### src/inc/an_adv_pkg.sv
// Package: offsets, field positions and reset values of the advertisement register bank
package an_adv_pkg;

    // =====================================================================
    // Register map
    // =====================================================================
    localparam int unsigned NUM_PHY = 2;
    // Register index 4 per PHY; byte address = 4 * index, PHY stride 0x40
    localparam logic [7:0] ADV_INDEX = 8'h04;
    localparam logic [11:0] ADV_ADDR = 12'h010;
    localparam logic [11:0] PHY_STRIDE = 12'h040;
    localparam logic [11:0] STRAP_ADDR = 12'h080;

    // =====================================================================
    // Field positions
    // =====================================================================
    localparam int unsigned BIT_NEXT_PAGE = 15;
    localparam int unsigned BIT_RSVD_HI = 14;
    localparam int unsigned BIT_REMOTE_FAULT = 13;
    localparam int unsigned BIT_EXT_NEXT_PAGE = 12;
    localparam int unsigned BIT_ASYM_PAUSE = 11;
    localparam int unsigned BIT_SYM_PAUSE = 10;
    localparam int unsigned BIT_RSVD_LO = 9;
    localparam int unsigned BIT_100X_FD = 8;
    localparam int unsigned BIT_100X_HD = 7;
    localparam int unsigned BIT_10T_FD = 6;
    localparam int unsigned BIT_10T_HD = 5;

    // =====================================================================
    // Reset values and masks
    // =====================================================================
    localparam logic [4:0] SELECTOR_RESET = 5'h01;
    // Writable bits: all but 14 and 9
    localparam logic [15:0] WRITE_MASK = 16'hBDFF;
    localparam logic [15:0] FIXED_RESET = 16'h0181;

    // Per-PHY strap set
    typedef struct packed {
        logic manual_pause_select_latch;
        logic full_duplex_pause_latch;
        logic autoneg;
        logic speed;
        logic duplex;
        logic fiber_mode;
    } strap_set_t;

    // APB request carrier
    typedef struct packed {
        logic psel;
        logic penable;
        logic pwrite;
        logic [11:0] paddr;
        logic [31:0] pwdata;
        logic [3:0] pstrb;
    } apb_req_t;

endpackage : an_adv_pkg

### src/hdl/an_adv_regs.sv
// Auto-negotiation advertisement registers for two PHYs, reached over APB
//
// The APB interface to the registers was decided locally.
`timescale 1ns/1ps
module an_adv_regs #(
    parameter int unsigned NPHY = an_adv_pkg::NUM_PHY
) (
    // Clock and reset
    input wire logic i_clk_sys,
    input wire logic i_rst,
    // APB slave
    input wire logic i_psel,
    input wire logic i_penable,
    input wire logic i_pwrite,
    input wire logic [11:0] i_paddr,
    input wire logic [31:0] i_pwdata,
    input wire logic [3:0] i_pstrb,
    output logic o_pready,
    output logic [31:0] o_prdata,
    output logic o_pslverr,
    // Per-PHY configuration straps, steady around reset release
    input wire an_adv_pkg::strap_set_t [NPHY-1:0] i_straps,
    // Advertised words toward the negotiation engines
    output logic [NPHY-1:0][15:0] o_adv_word
);

    // =====================================================================
    // Reset defaults derived from one PHY's straps
    // =====================================================================
    // Symmetric pause: offered by default only under automatic flow control on copper
    function automatic logic sym_pause_default(input an_adv_pkg::strap_set_t s);
        logic r;
        r = 1'b0;
        if (!s.fiber_mode && !s.manual_pause_select_latch)
        begin
            r = 1'b1;
        end
        // Manual strap or fiber leaves it clear
        return r;
    endfunction : sym_pause_default

    // Asymmetric pause: follows the full duplex pause strap in automatic mode
    function automatic logic asym_pause_default(input an_adv_pkg::strap_set_t s);
        logic r;
        r = 1'b0;
        if (!s.fiber_mode && !s.manual_pause_select_latch)
        begin
            r = s.full_duplex_pause_latch;
        end
        // Manual strap or fiber leaves it clear
        return r;
    endfunction : asym_pause_default

    // 10BASE-T full duplex: negotiation on, or forced 10 Mb/s at full duplex
    function automatic logic ten_fd_default(input an_adv_pkg::strap_set_t s);
        logic r;
        r = 1'b0;
        if (!s.fiber_mode)
        begin
            r = s.autoneg | (~s.speed & s.duplex);
        end
        // A fiber port never offers 10BASE-T
        return r;
    endfunction : ten_fd_default

    // 10BASE-T half duplex: negotiation on, or forced 10 Mb/s
    function automatic logic ten_hd_default(input an_adv_pkg::strap_set_t s);
        logic r;
        r = 1'b0;
        if (!s.fiber_mode)
        begin
            r = s.autoneg | ~s.speed;
        end
        // A fiber port never offers 10BASE-T
        return r;
    endfunction : ten_hd_default

    // Whole reset word: fixed fields first, then the strap-derived bits
    function automatic logic [15:0] strap_default(input an_adv_pkg::strap_set_t s);
        logic [15:0] v;
        v = an_adv_pkg::FIXED_RESET;
        v[an_adv_pkg::BIT_SYM_PAUSE] = sym_pause_default(s);
        v[an_adv_pkg::BIT_ASYM_PAUSE] = asym_pause_default(s);
        v[an_adv_pkg::BIT_10T_FD] = ten_fd_default(s);
        v[an_adv_pkg::BIT_10T_HD] = ten_hd_default(s);
        return v;
    endfunction : strap_default

    // =====================================================================
    // Address decode
    // =====================================================================
    // Address decode, shared by read and write paths
    function automatic logic [NPHY:0] decode(input logic [11:0] a);
        logic [NPHY:0] hit;
        hit = '0;
        for (int i = 0; i < NPHY; i++)
        begin
            if (a == 12'(an_adv_pkg::ADV_ADDR + i * an_adv_pkg::PHY_STRIDE))
            begin
                hit[i] = 1'b1;
            end
        end
        if (a == an_adv_pkg::STRAP_ADDR)
        begin
            hit[NPHY] = 1'b1;
        end
        return hit;
    endfunction : decode

    // =====================================================================
    // Strap capture: one clocked pass after reset release
    // =====================================================================
    logic load_pending_ff;
    logic nxt_load_pending;
    logic [NPHY-1:0][15:0] adv_ff;
    logic [NPHY-1:0][15:0] nxt_adv;
    logic [NPHY:0] hit;
    logic wr_en;
    logic [15:0] wmask;

    // Straps cannot be loaded under async reset, so load on first edge after it
    always_comb
    begin
        nxt_load_pending = 1'b0;
    end

    always_ff @(posedge i_clk_sys or posedge i_rst)
    begin
        if (i_rst)
        begin
            load_pending_ff <= 1'b1;
        end
        else
        begin
            load_pending_ff <= nxt_load_pending;
        end
    end

    // =====================================================================
    // Register write path
    // =====================================================================
    assign hit = decode(i_paddr);
    assign wr_en = i_psel & i_penable & i_pwrite;
    // Write mask from the byte strobes
    assign wmask = lane_mask(i_pstrb);

    // Byte strobes gate each lane; reserved bits never take a write
    function automatic logic [15:0] lane_mask(input logic [3:0] strb);
        logic [15:0] m;
        m = 16'h0000;
        for (int b = 0; b < 2; b++)
        begin
            if (strb[b])
            begin
                m[b*8 +: 8] = 8'hFF;
            end
        end
        // Lanes 2 and 3 have no register bits behind them
        return m & an_adv_pkg::WRITE_MASK;
    endfunction : lane_mask

    // =====================================================================
    // Per-PHY register copies
    // =====================================================================
    // One word per PHY, so straps of one port never leak into the other
    generate
        for (genvar g = 0; g < NPHY; g++)
        begin : g_phy
            // Each PHY loads from its own strap set
            always_comb
            begin
                nxt_adv[g] = adv_ff[g];
                if (load_pending_ff)
                begin
                    nxt_adv[g] = strap_default(i_straps[g]);
                end
                else if (wr_en && hit[g])
                begin
                    // Extended next page is stored as written; software keeps it 0
                    nxt_adv[g] = (adv_ff[g] & ~wmask) | (i_pwdata[15:0] & wmask);
                end
            end

            always_ff @(posedge i_clk_sys or posedge i_rst)
            begin
                if (i_rst)
                begin
                    adv_ff[g] <= an_adv_pkg::FIXED_RESET;
                end
                else
                begin
                    adv_ff[g] <= nxt_adv[g];
                end
            end

            assign o_adv_word[g] = adv_ff[g];
        end
    endgenerate

    // =====================================================================
    // Read path: zero-wait APB, registered read data
    // =====================================================================
    logic [31:0] rdata_ff;
    logic [31:0] nxt_rdata;
    logic slverr_ff;
    logic nxt_slverr;

    // Setup cycle prepares data so the access phase completes at once
    always_comb
    begin
        nxt_rdata = rdata_ff;
        if (i_psel && !i_penable)
        begin
            nxt_rdata = 32'h0000_0000;
            for (int i = 0; i < NPHY; i++)
            begin
                if (hit[i])
                begin
                    nxt_rdata = {16'h0000, adv_ff[i]};
                end
            end
            if (hit[NPHY])
            begin
                nxt_rdata = strap_view(i_straps);
            end
        end
    end

    always_ff @(posedge i_clk_sys or posedge i_rst)
    begin
        if (i_rst)
        begin
            rdata_ff <= 32'h0000_0000;
        end
        else
        begin
            rdata_ff <= nxt_rdata;
        end
    end

    // Strap view: byte i shows PHY i strap levels live, as sampled in the setup cycle
    function automatic logic [31:0] strap_view(input an_adv_pkg::strap_set_t [NPHY-1:0] s);
        logic [31:0] w;
        w = 32'h0000_0000;
        for (int i = 0; i < NPHY; i++)
        begin
            w[i*8 +: 6] = s[i];
        end
        return w;
    endfunction : strap_view

    // =====================================================================
    // Error response
    // =====================================================================
    // Judged in the setup cycle, held through the access phase
    always_comb
    begin
        nxt_slverr = 1'b0;
        if (i_psel && !i_penable)
        begin
            // Unmapped, or a write to the read-only strap view
            nxt_slverr = ~|hit | (hit[NPHY] & i_pwrite);
        end
        else if (i_psel && i_penable)
        begin
            nxt_slverr = slverr_ff;
        end
    end

    always_ff @(posedge i_clk_sys or posedge i_rst)
    begin
        if (i_rst)
        begin
            slverr_ff <= 1'b0;
        end
        else
        begin
            slverr_ff <= nxt_slverr;
        end
    end

    // =====================================================================
    // Bus outputs
    // =====================================================================
    // Zero wait states: ready as soon as the access phase is seen
    assign o_pready = i_psel & i_penable;
    assign o_prdata = rdata_ff;
    assign o_pslverr = i_psel & i_penable & slverr_ff;

endmodule : an_adv_regs

### config.mk
export PLATFORM = sky130hd
export DESIGN_NAME = an_adv_regs
export DESIGN_NICKNAME = d
export VERILOG_FILES = /design/src/inc/an_adv_pkg.sv /design/src/hdl/an_adv_regs.sv
export SDC_FILE = /design/constraint.sdc
export NUM_CORES = 1
export LEC_CHECK = 0
export ABC_CLOCK_PERIOD_IN_PS = 1550
export BUFFER_PORTS_ARGS = -buffer_cell sky130_fd_sc_hd__buf_2
export CAP_MARGIN = 20
export CORE_MARGIN = 5
export CORE_UTILIZATION = 46
export CTS_CLUSTER_SIZE = 14
export DETAILED_ROUTE_END_ITERATION = 12
export GPL_ROUTABILITY_DRIVEN = 0
export PLACE_DENSITY = 0.85
export SLEW_MARGIN = 20
export SYNTH_ARGS = -nofsm -noshare
export SYNTH_HDL_FRONTEND = slang
export SYNTH_SLANG_ARGS = --single-unit
export TNS_END_PERCENT = 100
### constraint.sdc
create_clock -name i_clk_sys -period 1.55 [get_ports i_clk_sys]
set_clock_uncertainty 0.05 [all_clocks]
set_input_delay 0.31 -clock i_clk_sys [delete_from_list [all_inputs] [get_ports i_clk_sys]]
set_output_delay 0.31 -clock i_clk_sys [all_outputs]
set_load 0.005 [all_outputs]
==> metrics <==
Critical Path End Type register; share of cells above drive strength 1 38.1%; multi-input logic area 0.00121 mm^2; Yosys top cell by area dfrtp_1; register area 0.00116 mm^2; maximum vdd drop 0.305 mV; WP data arrival 1.58 ns; CP Class input port to register; Routed wire per std cell 16.3 um; # DRC 0; sequential share of power 53.3%; RSZ-0062 raised after global routing no; drt total wl 7.61 mm; Internal 0.00172 W; vias in the first global route 2460; FILL cells 507; clk_lat worst skew 0.31 ns; Setup WS post-layout 0.0878 ns; worst min path class input port to register; synthesized area per cell 9.20 um^2; CTS tree built; port buffer count 90; Post-Syn Area 0.00259 mm^2; cells on worst reg2reg path 4; met1 Use GR 28.3%; H-tree level count 2; outcome finished clean; part of the power in the clock network 32.7%; Clock transition at path regs 0.09 ns; CP startpoint i_penable; Initial Utilization 47.3%; Combinational Power Share 14.0%; GR Util met2 32.1%; cell depth of the worst setup path 5; CP endpoint o_adv_word[11]; GR Util met3 5.24%; Die Y 85.0 um; Design Power 0.00233 W; number of clock sinks 46; CP dominant cell by count o311ai_1; Clock Tree Root clkbuf_8; CTS max path bufs 2; distinct cell type count after synthesis 45; CP Cell Sequence buf_2, nand3_2, or4b_4, o311ai_1, o311ai_1; Die Width 85.0 um; endpoints failing setup 0; Post-synth EDFFs 0; Crit path max-delay family simple AND/OR/NAND/NOR gates; capturing point of the worst reg2reg path o_adv_word[27]; PD cells 697 mW/mm^2; GRT busiest layer met2; Site Rows 27; net switching share of the total power 26.3%; Ports 131; total gr overflow 0; core area 0.00547 mm^2; NumNets Final 460; Max Fclk 684 MHz; number of buffers created by CTS 5; Final HPWL DP 5.87 mm; fin crit share 94.3%; Lkg Pwr 1.63 nW; slowest CP cell or4b_4; placed insts 459; Hold Vio Cnt, Final 0; ant diodes 0; 1st-iter DRT viols 156; sequential share of the synthesized area 44.8%; Crit Path Max Fanout 7; top cell type's share of synthesized area 37.7%; Overall Global Routing Usage 20.6%; largest cells by area after synthesis dfrtp_1 38%, dfstp_2 7.1%, buf_4 7.0%; Max stage delay on crit path 0.59 ns; drt pass-1 iters 5; via/cell ratio 5.54; placed cell area 0.00323 mm^2; die area 0.00722 mm^2; Gate Count Post-Synth 281; Data required, critical path 1.67 ns; initial antenna violation count 0; routed via count 2593; Reg2Reg Setup Slack 0.12 ns; post-CTS setup buffer count 0; Detail Route Antenna Nets 0; Max Slew Vio Count 0; non-filler instance count after layout 468; Design Area, Final 0.00334 mm^2; global-route wire length before repair 12.1 mm; Area Overhead vs Synth 29.2%; largest net degree at the start of global routing 30; Final min period 1.46 ns; WP buf/inv 1; Ys Warns 0; origin of the critical flop-to-flop path load_pending_ff; startpoint type of the worst setup path input port; sw power 0.000613 W; async set-reset flop share out of synthesis 100%; most used flip-flop cell after synthesis dfrtp_1; maxcap violations 0; number of synthesized register bits 46; pre-CTS setup slack -0.199 ns
-- worst min path at each step --
stage,endpoint,cells past startpoint,from
floorplan,o_adv_word[22],1,i_straps[6]
global placement,o_prdata[10],3,i_rst
detailed placement,o_prdata[10],3,i_rst
CTS,o_adv_word[16],3,i_pwdata[0]
global route,o_adv_word[16],3,i_pwdata[0]
finish,o_adv_word[16],3,i_pwdata[0]
-- Yosys cell counts, types with 2 or more instances --
| cell type | count |
|---|---|
| nand3_2 | 2 |
| nor3_1 | 3 |
| o41ai_1 | 3 |
| and3_1 | 2 |
| o21ai_1 | 11 |
| dfrtp_1 | 39 |
| nor2_1 | 15 |
| inv_1 | 9 |
| o21bai_1 | 3 |
| o311ai_1 | 3 |
| nand4_1 | 14 |
| o31ai_1 | 12 |
| a21oi_1 | 29 |
| nand2_1 | 20 |
| nand2b_1 | 3 |
| and2_1 | 2 |
| a22oi_1 | 2 |
| nand3_1 | 12 |
| a41oi_1 | 2 |
| o21ai_0 | 12 |
| mux2i_1 | 14 |
| buf_2 | 7 |
| clkbuf_1 | 11 |
| buf_4 | 24 |
| dfstp_2 | 7 |
-- power by group through the flow --
| stage | Clock, W | Combinational [W] | Sequential [W] |
|---|---|---|---|
| after floorplan | 0 | 0.000192 | 0.00126 |
| after global placement | 0 | 0.000310 | 0.00126 |
| after detailed placement | 0 | 0.000319 | 0.00126 |
| after CTS | 0.000772 | 0.000323 | 0.00124 |
| after global routing | 0.000823 | 0.000359 | 0.00124 |
| final | 0.000761 | 0.000326 | 0.00124 |
-- cells by family (layout without fill, tap and decap cells) --
kind of cell,Yosys count,count (layout),synth area share [%]
compound gates,88,88,21.3
buf+inv,52,147,11.4
mux,14,14,5.42
flops,46,46,44.8
simple gates,80,80,16.9
other cells,1,21,0.145
-- cell type report --
type | instances | share of cell area (%)
Multi-Input combinational cell | 203 | 36.3
Sequential cell | 46 | 34.7
Timing Repair Buffer | 130 | 22.5
Tap cell | 72 | 2.70
Clock buffer | 7 | 2.58
Inverter | 9 | 1.01
Clock inverter | 1 | 0.150
-- per-layer routing --
| layer | share of wire [%] | up-vias | wire length [um] |
|---|---|---|---|
| met4 | 1.5 | 0 | 114 |
| met2 | 46 | 155 | 3500 |
| met3 | 11 | 13 | 826 |
| met5 | 0 | - | 0 |
| li1 | - | 1214 | - |
| met1 | 42 | 1211 | 3170 |
-- stage by stage --
step,hold slack (ns),utilization (%),setup TNS (ns)
after floorplan,0.370,-,-0.0143
after global placement,0.300,59.1,-3.63
after detailed placement,0.309,59.1,-5.26
after CTS,0.194,61.0,0
after global routing,0.213,61.0,0
final,0.198,61.0,0
-- worst register-to-register path: cells and delay by family, from the launching register on --
family	cells	cell delay (ns)
AO/OA/AOI/OAI	1	0.15
AND/OR/NAND/NOR	2	0.34
flip-flops	1	0.59
buffers and inverters	1	0.22
-- placed cells by master, fill, tap and decap left out, types with 2 or more instances in the layout --
cell type and instances:
buf_4 39, nand4_1 14, o31ai_1 12, o21ai_0 10, nand3_2 2, inv_1 8
nor3_1 2, nor2_1 15, o311ai_1 3, o21ai_1 13, o41ai_1 3, nand2b_1 3
nand3_1 12, and2_1 2, a21oi_1 29, buf_2 90, o21bai_1 3, and3_1 2
dfstp_2 7, a22oi_1 2, a41oi_1 2, clkbuf_8 6, nand2_1 20, conb_1 21
nor3_2 2, mux2i_1 14, dfrtp_1 39
-- registers in the layout, indices dropped and copies added (netlist names) --
register,flops
o_adv_word,28
o_prdata,16
load_pending_ff,1
slverr_ff,1
-- timing repair --
| item | 4_1_cts | 5_1_grt |
|---|---|---|
| resized for setup | 0 | 3 |
| endpoints found under the setup margin | 0 | 3 |
| hold endpoints to repair | 16 | 0 |
| hold buffers | 1 | 0 |
Note: power is estimated with default switching activity, not from simulation.
